### config.mk
export PLATFORM = sky130hd
export DESIGN_NAME = ohnp_control
export DESIGN_NICKNAME = d
export VERILOG_FILES = /design/src/ohnp_pkg.sv /design/src/ohnp_control.sv
export VERILOG_INCLUDE_DIRS = /design/src
export SDC_FILE = /design/constraint.sdc
export NUM_CORES = 1
export LEC_CHECK = 0
export BUFFER_PORTS_ARGS = -buffer_cell sky130_fd_sc_hd__buf_4
export CAP_MARGIN = 20
export CORE_MARGIN = 1
export CORE_UTILIZATION = 34
export CTS_CLUSTER_SIZE = 10
export DETAILED_ROUTE_END_ITERATION = 10
export PLACE_DENSITY = 0.87
export SETUP_SLACK_MARGIN = 0.05
export SYNTH_ARGS = -nofsm -noshare
export SYNTH_HDL_FRONTEND = slang
export SYNTH_SLANG_ARGS = --single-unit
### constraint.sdc
create_clock -name i_core_clk -period 1.8 [get_ports i_core_clk]
set_input_delay 0.36 -clock i_core_clk [delete_from_list [all_inputs] [get_ports i_core_clk]]
set_output_delay 0.36 -clock i_core_clk [all_outputs]
set_load 0.03 [all_outputs]
### src/ohnp_defines.svh
`ifndef OHNP_DEFINES_SVH
`define OHNP_DEFINES_SVH
// ==========================================
// Register map
`define OHNP_CTRL_ADDR 4'h0
`define OHNP_INT_FLAG_ADDR 4'h1
`define OHNP_INT_MASK_ADDR 4'h2
// ==========================================
// Control register fields
`define OHNP_SUCCESS_BIT 8
`define OHNP_REQUEST_BIT 9
`define OHNP_HOST_EN_BIT 10
// ==========================================
// Interrupt flag fields
`define OHNP_END_FLAG_BIT 0
`define OHNP_PARTNER_REQ_FLAG_BIT 1
`define OHNP_INT_WIDTH 2
`define OHNP_INT_MASK_RESET 2'h0
`endif

### src/ohnp_pkg.sv
`default_nettype none
package ohnp_pkg;
  typedef logic [3:0] ohnp_addr_type;
  typedef logic [31:0] ohnp_data_type;
endpackage
`default_nettype wire
### src/ohnp_control.sv
`timescale 1ns/10ps
`default_nettype none
`include "ohnp_defines.svh"
// Behaviour
// - As A-device, partner role swap requests are honoured only when host enable is set.
// - Host enable bit is writable by software only in host mode.
// - Writing one to request bit starts role swap; only in device mode.
// - After end flag sets, request clears by writing zero or clearing end flag.
// - Success bit set on success, cleared whenever request bit is set.
module ohnp_control (
  input wire logic i_core_clk,
  input wire logic i_sys_rst,
  input wire ohnp_pkg::ohnp_addr_type i_addr,
  input wire ohnp_pkg::ohnp_data_type i_wdata,
  input wire logic i_wr,
  input wire logic i_rd,
  output var ohnp_pkg::ohnp_data_type o_rdata,
  input wire logic i_host_mode,
  input wire logic i_partner_swap_req,
  input wire logic i_swap_done,
  input wire logic i_swap_ok,
  output logic o_start_swap,
  output logic o_accept_partner_swap,
  output logic o_irq
);
  import ohnp_pkg::*;

  // ==========================================
  // State
  logic host_role_swap_enable;
  logic role_swap_request;
  logic role_swap_success;
  logic [`OHNP_INT_WIDTH-1:0] int_flag;
  logic [`OHNP_INT_WIDTH-1:0] int_mask;
  ohnp_data_type next_rdata;

  // ==========================================
  // Decode
  wire wr_ctrl = i_wr && (i_addr == `OHNP_CTRL_ADDR);
  wire wr_flag = i_wr && (i_addr == `OHNP_INT_FLAG_ADDR);
  wire wr_mask = i_wr && (i_addr == `OHNP_INT_MASK_ADDR);
  wire wr_host_en = wr_ctrl && i_host_mode;
  wire wr_req = wr_ctrl && !i_host_mode;
  wire role_swap_end_flag = int_flag[`OHNP_END_FLAG_BIT];
  wire end_flag_cleared = wr_flag && i_wdata[`OHNP_END_FLAG_BIT] && !i_swap_done;
  wire req_set = wr_req && i_wdata[`OHNP_REQUEST_BIT];
  wire req_clr = role_swap_end_flag && ((wr_req && !i_wdata[`OHNP_REQUEST_BIT]) || end_flag_cleared);
  wire partner_ok = i_host_mode && host_role_swap_enable && i_partner_swap_req;
  wire [`OHNP_INT_WIDTH-1:0] ev = {partner_ok, i_swap_done && role_swap_request};
  wire [`OHNP_INT_WIDTH-1:0] clr = wr_flag ? i_wdata[`OHNP_INT_WIDTH-1:0] : '0;

  // Outputs to the link side, and the interrupt line
  assign o_start_swap = role_swap_request && !i_host_mode;
  assign o_accept_partner_swap = partner_ok;
  assign o_irq = |(int_flag & int_mask);

  // Read mux; success bit only ever read
  always_comb begin
    next_rdata = '0;
    if (i_addr == `OHNP_CTRL_ADDR) begin
      next_rdata[`OHNP_HOST_EN_BIT] = host_role_swap_enable;
      next_rdata[`OHNP_REQUEST_BIT] = role_swap_request;
      next_rdata[`OHNP_SUCCESS_BIT] = role_swap_success;
    end else if (i_addr == `OHNP_INT_FLAG_ADDR) begin
      next_rdata[`OHNP_INT_WIDTH-1:0] = int_flag;
    end else if (i_addr == `OHNP_INT_MASK_ADDR) begin
      next_rdata[`OHNP_INT_WIDTH-1:0] = int_mask;
    end
  end

  // Control bits
  always_ff @(posedge i_core_clk) begin
    if (i_sys_rst) begin
      host_role_swap_enable <= 1'b0;
      role_swap_request <= 1'b0;
      role_swap_success <= 1'b0;
    end else begin
      if (wr_host_en) begin
        host_role_swap_enable <= i_wdata[`OHNP_HOST_EN_BIT];
      end
      if (req_set) begin
        role_swap_request <= 1'b1;
      end else if (req_clr) begin
        role_swap_request <= 1'b0;
      end
      if (req_set) begin
        role_swap_success <= 1'b0;
      end else if (i_swap_done && role_swap_request) begin
        role_swap_success <= i_swap_ok;
      end
    end
  end

  // Sticky flags (set beats clear), mask, read data
  always_ff @(posedge i_core_clk) begin
    if (i_sys_rst) begin
      int_flag <= '0;
      int_mask <= `OHNP_INT_MASK_RESET;
      o_rdata <= '0;
    end else begin
      int_flag <= (int_flag & ~clr) | ev;
      if (wr_mask) begin
        int_mask <= i_wdata[`OHNP_INT_WIDTH-1:0];
      end
      o_rdata <= i_rd ? next_rdata : '0;
    end
  end

  // ==========================================
  // Assertions
  // Host enable frozen outside host mode
  a_host_en_guard: assert property (@(posedge i_core_clk) disable iff (i_sys_rst)
    i_host_mode == 1'b0 |=> $stable(host_role_swap_enable))
    else $error("host enable changed outside host mode");

  // Host enable follows a host mode write of one
  a_host_en_set: assert property (@(posedge i_core_clk) disable iff (i_sys_rst)
    (i_wr && i_addr == `OHNP_CTRL_ADDR && i_host_mode && i_wdata[`OHNP_HOST_EN_BIT]) |=> host_role_swap_enable)
    else $error("host enable not set by write");

  // Host enable follows a host mode write of zero
  a_host_en_clr: assert property (@(posedge i_core_clk) disable iff (i_sys_rst)
    (i_wr && i_addr == `OHNP_CTRL_ADDR && i_host_mode && !i_wdata[`OHNP_HOST_EN_BIT]) |=> !host_role_swap_enable)
    else $error("host enable not cleared by write");

  // Partner requests only honoured while enabled
  a_accept_gated: assert property (@(posedge i_core_clk) disable iff (i_sys_rst)
    o_accept_partner_swap |-> (host_role_swap_enable && i_partner_swap_req && i_host_mode))
    else $error("partner request honoured while disabled");

  // Clearing the enable stops honouring partner requests
  a_accept_off: assert property (@(posedge i_core_clk) disable iff (i_sys_rst)
    (i_wr && i_addr == `OHNP_CTRL_ADDR && i_host_mode && !i_wdata[`OHNP_HOST_EN_BIT]) |=> !o_accept_partner_swap)
    else $error("partner request honoured after disable");

  // An honoured partner request is recorded as a flag
  a_partner_flag: assert property (@(posedge i_core_clk) disable iff (i_sys_rst)
    o_accept_partner_swap |=> int_flag[`OHNP_PARTNER_REQ_FLAG_BIT])
    else $error("honoured request left no flag");

  // Device mode write of one raises the request
  a_req_set: assert property (@(posedge i_core_clk) disable iff (i_sys_rst)
    (i_wr && i_addr == `OHNP_CTRL_ADDR && !i_host_mode && i_wdata[`OHNP_REQUEST_BIT]) |=> role_swap_request)
    else $error("request not set by write");

  // Request cannot be raised in host mode
  a_req_refused: assert property (@(posedge i_core_clk) disable iff (i_sys_rst)
    (i_host_mode && !role_swap_request) |=> !role_swap_request)
    else $error("request raised in host mode");

  // Request holds until the end flag is up
  a_req_hold: assert property (@(posedge i_core_clk) disable iff (i_sys_rst)
    (role_swap_request && !role_swap_end_flag) |=> role_swap_request)
    else $error("request cleared before end flag");

  // Writing zero after the end flag drops the request
  a_req_clr_zero: assert property (@(posedge i_core_clk) disable iff (i_sys_rst)
    (i_wr && i_addr == `OHNP_CTRL_ADDR && !i_host_mode && !i_wdata[`OHNP_REQUEST_BIT] && role_swap_end_flag)
      |=> !role_swap_request)
    else $error("request not cleared by zero write");

  // Clearing the end flag drops the request
  a_req_clr_flag: assert property (@(posedge i_core_clk) disable iff (i_sys_rst)
    (i_wr && i_addr == `OHNP_INT_FLAG_ADDR && i_wdata[`OHNP_END_FLAG_BIT] && role_swap_end_flag && !i_swap_done)
      |=> !role_swap_request)
    else $error("request not cleared with end flag");

  // Success cleared as the request rises
  a_success_clr: assert property (@(posedge i_core_clk) disable iff (i_sys_rst)
    $rose(role_swap_request) |-> !role_swap_success)
    else $error("success not cleared on request");

  // Success takes the outcome at the end of a swap
  a_success_take: assert property (@(posedge i_core_clk) disable iff (i_sys_rst)
    (i_swap_done && role_swap_request && !req_set) |=> (role_swap_success == $past(i_swap_ok)))
    else $error("success does not match outcome");

  // Success changes only at a swap end or on a control register write
  a_success_ro: assert property (@(posedge i_core_clk) disable iff (i_sys_rst)
    (!i_swap_done && !(i_wr && i_addr == `OHNP_CTRL_ADDR)) |=> $stable(role_swap_success))
    else $error("success bit changed without cause");

  // Start only offered in device mode
  a_start_mode: assert property (@(posedge i_core_clk) disable iff (i_sys_rst)
    o_start_swap |-> (!i_host_mode && role_swap_request))
    else $error("swap started in host mode");

  // End event always lands in the flag
  a_end_set_wins: assert property (@(posedge i_core_clk) disable iff (i_sys_rst)
    (i_swap_done && role_swap_request) |=> role_swap_end_flag)
    else $error("end event lost");

  // End flag stays until cleared by a one
  a_end_sticky: assert property (@(posedge i_core_clk) disable iff (i_sys_rst)
    (role_swap_end_flag && !(i_wr && i_addr == `OHNP_INT_FLAG_ADDR && i_wdata[`OHNP_END_FLAG_BIT]))
      |=> role_swap_end_flag)
    else $error("end flag dropped by itself");

  // Writing one to the end flag clears it
  a_flag_clear: assert property (@(posedge i_core_clk) disable iff (i_sys_rst)
    (i_wr && i_addr == `OHNP_INT_FLAG_ADDR && i_wdata[`OHNP_END_FLAG_BIT] && !i_swap_done)
      |=> !role_swap_end_flag)
    else $error("end flag not cleared by write");

  // Unmasked end event raises the interrupt
  a_irq_flag: assert property (@(posedge i_core_clk) disable iff (i_sys_rst)
    (i_swap_done && role_swap_request && int_mask[`OHNP_END_FLAG_BIT] && !wr_mask) |=> o_irq)
    else $error("end event raised no interrupt");

  // Reset clears every control and flag bit
  a_reset_clear: assert property (@(posedge i_core_clk)
    i_sys_rst |=> (!host_role_swap_enable && !role_swap_request && !role_swap_success && int_flag == '0))
    else $error("state not cleared by reset");

  // Read data idle low between reads
  a_rdata_idle: assert property (@(posedge i_core_clk) disable iff (i_sys_rst)
    !i_rd |=> (o_rdata == '0))
    else $error("read data shown without read");

  // Read back of the success bit
  a_rdata_success: assert property (@(posedge i_core_clk) disable iff (i_sys_rst)
    (i_rd && i_addr == `OHNP_CTRL_ADDR) |=> (o_rdata[`OHNP_SUCCESS_BIT] == $past(role_swap_success)))
    else $error("success bit read back wrong");

  // Read back of the request bit
  a_rdata_req: assert property (@(posedge i_core_clk) disable iff (i_sys_rst)
    (i_rd && i_addr == `OHNP_CTRL_ADDR) |=> (o_rdata[`OHNP_REQUEST_BIT] == $past(role_swap_request)))
    else $error("request bit read back wrong");
endmodule
`default_nettype wire

==> run summary <==
The flow ran to the end, and the final reports show no timing, DRC or antenna violations. The TritonCTS clock tree is built. The critical setup path kind is reg2out.

Setup repair after global routing left no endpoint under its margin. The via count of the first global-routing pass is 549. The adder and majority gate portion of the synthesized area is 0%. The area share of xor/xnor cells in the synthesized design came out at 0%. The number of warnings issued by yosys came out at 0. The insertion delay of the later-clocked pin in the worst-skew pair is 0.26 ns. Among all stages on the critical path, the largest delay is contributed by dfxtp_1. The violation count after the first detailed-routing iteration came out at 3. In this run, CTS created clock tree buffers numbering 3.

The effective utilization at floorplan is 37.13%. The number of core rows is 16. The accumulated negative setup slack came out at 0 ns. The share of power burned in registers is 43.8%. The area growth from synthesis to layout is 18.86%. Registers take 240.2 µm².

The final period utilization came out at 77.02%. The total detailed-routing wirelength is 1448 µm. The fraction of registers with async set or reset after synthesis came out at 0%. The number of search-and-repair iterations in the first detailed-routing pass is 4. The number of vias per cell after detailed routing came out at 4.436. The clock slew at the register clock pins of the worst setup and hold paths is 0.07 ns. The nature of the critical path startpoint is a register.

The tool flagged a number of max-cap violations equal to 0. Of the total power, the share spent switching nets is 31.89%. The maximum number of buffers from clock root to sink is 2.

Clock tree synthesis selected as its root buffer the cell clkbuf_4. The post-detailed-route wirelength per cell is 10.34 µm. The slack of the worst reg-to-reg path is 0.79 ns. The pin count of the biggest net entering global routing is 11. The total overflow left after global routing is 0. In this run, post-CTS repair resized a total of 0 instances.

The fraction of final layout cells with drive strength greater than 1 is 28.32%. In the routed design, unresolved DRC markers number 0. The final estimated routing congestion in global placement is 0.7885. The number of enable-type register cells in the synthesized netlist came out at 0.

The largest vdd supply drop came out at 0.3278 mV. The cell leakage power is 0.4009 nW. The initial antenna violation count is 0. The overall die area came out at 2377 µm². The number of diodes came out at 0. The detailed-placement wirelength estimate came out at 1135 µm.

The core box area is 2002 µm². After synthesis, the cell types taking the most area are dfxtp_1, buf_4, a21oi_1. Summed over all nets, the switching power comes to 0.0002052 W. The number of different library cells used by synthesis comes to 32. The post-layout instance count excluding filler cells came out at 140. The post-route cell area is 883.3 µm².

The number of setup buffers added after CTS is 0. The multiplexer fraction of the synthesized cell area is 0%. The area after detailed placement is 847.1 µm². Grouping stages by cell kind, the critical path spends the most delay in flip-flops.

The minimum period implied by the final worst setup slack is 1.386 ns. The simple-gate share of the synthesized area is 24.07%. In the layout the commonest cells are conb_1, buf_4, dfxtp_1. The average instance in the mapped netlist occupies 8.543 µm². The tree built by TritonCTS fans out to 12 sinks. In the synthesized netlist the dominant register cell turns out to be dfxtp_1. The cell count after synthesis came out at 87.

In this run the horizontal extent of the chip is 48.76 µm. The fraction of power consumed by combinational cells came out at 24.4%. The critical-path maximum fanout came out at 4. The die is 48.76 µm tall.

The number of max-slew violations in the final report was 0. Leaving out fill and tap cells, the most frequent cell in the layout is conb_1. The sum of buffers and inverters on the critical path came out at 1.

The area taken by multi-input logic gates is 381.6 µm². The share of power burned in the clock network is 31.9%. The first global-routing pass estimated 2256 µm of wire. Including well taps, the total number of placed cells is 136. After synthesis the netlist holds a flip-flop and latch count of 12.

The count of input and output buffers came out at 23. The top achievable clock speed is 0.7213 GHz. The data required time of the critical path is 1.44 ns.

The largest stage delay on the critical path is 0.35 ns. The share of the Yosys chip area taken by registers is 32.32%. Once layout is complete, the utilization of the core stands at 44.13%. The maximum level of the CTS H-tree came out at 1. The internal portion of the total power is 0.0004384 W. The via count of the routed design is 621. The filler cell count in the final layout is 203.

The arrival time of the worst setup path is 1.03 ns. The number of nets with antenna violations after routing is 0. The tightest min-delay check is of the in2reg type.

The setup violation total in the final timing report is 0. The count of hold-fix buffers inserted at cts came out at 0. The share of the synthesized area in compound gates (AO/OA/AOI/OAI) came out at 13.64%. The number of endpoints with negative hold slack in the final report is 0. In the final design database the tool counted 158 nets. The category of the worst setup path capture point is an output pin. The combined global-route utilization of all metal layers is 12.50%. The synthesized netlist occupies a cell area of 743.2 µm².

After synthesis, the largest family of logic cells by area is buffers and inverters. The post-synthesis cell type with the largest combined area is dfxtp_1. The proportion of netlist area held by the largest area contributor is 32.32%. In this run the power density over the cells is 728.6 nW/µm². The post-route clock skew came out at 0.002438 ns. The number of top-level design ports came out at 79.

The critical path goes through a22o_1 > buf_4.
-- Yosys cell counts (all sizes together), types with 2 or more instances --
cell type,instances
nor2,5
buf,28
or3,2
nor3,2
o21ai,2
nand3,3
and2,2
inv,3
dfxtp,12
a22oi,2
or4b,2
nand2,2
a21oi,5
-- metrics by stage --
step / hold slack, ns / setup slack [ns] / power (W)
2_1_floorplan: 0.4296 / 0.3752 / 0.0004417
5_1_grt: 0.2894 / 0.3720 / 0.0006730
4_1_cts: 0.2824 / 0.4226 / 0.0006475
3_5_place_dp: 0.4582 / 0.1937 / 0.0004419
6_report: 0.2894 / 0.4137 / 0.0006436
3_3_place_gp: 0.4448 / 0.2199 / 0.0004389
-- path summary, 6_finish.rpt --
check | from | to | cells past startpoint
setup / recovery | int_flag[0]$_SDFF_PP0_ | o_irq | 2
hold / removal | i_wdata[9] | role_swap_success$_SDFFE_PP0P_ | 2
setup reg to reg | role_swap_request$_SDFFE_PP0P_ | role_swap_request$_SDFFE_PP0P_ | 3
hold reg to reg | role_swap_success$_SDFFE_PP0P_ | role_swap_success$_SDFFE_PP0P_ | 2
-- state kept, by name (all words and copies together) (netlist names) --
| signal | count |
|---|---|
| o_rdata | 5 |
| int_mask | 2 |
| host_role_swap_enable | 1 |
| role_swap_request | 1 |
| int_flag | 2 |
| role_swap_success | 1 |
-- power groups by stage --
stage	combinational [W]	sequential (W)	clock, W
after detailed placement	0.000155	0.000287	0
after global placement	0.000152	0.000287	0
after global routing	0.000168	0.000282	0.000223
after floorplan	0.000156	0.000286	0
final	0.000157	0.000282	0.000205
after CTS	0.000155	0.000281	0.000211
-- cell families (layout without fill, tap and decap cells) --
| family | count (synthesis) | in the layout |
|---|---|---|
| buffers and inverters | 31 | 31 |
| other | 1 | 27 |
| and+or+nand+nor | 28 | 28 |
| DFF | 12 | 12 |
| AOI/OAI and AO/OA | 15 | 15 |
-- metal layers --
layer / vias up / GRT usage (%) / routed length [µm]
met5: - / 0 / 0
li1: 303 / - / -
met3: 2 / 2.830 / 101
met4: 0 / 6.373 / 18
met2: 28 / 25.23 / 798
met1: 288 / 11.26 / 531
-- layout make-up --
type	count	area share, %
inverter	3	1.275
clock buffer	4	4.108
tap	27	3.824
sequential	12	27.20
multi-input combinational	70	43.20
timing repair buffer	24	20.40
(Power assumes the default switching activity.)
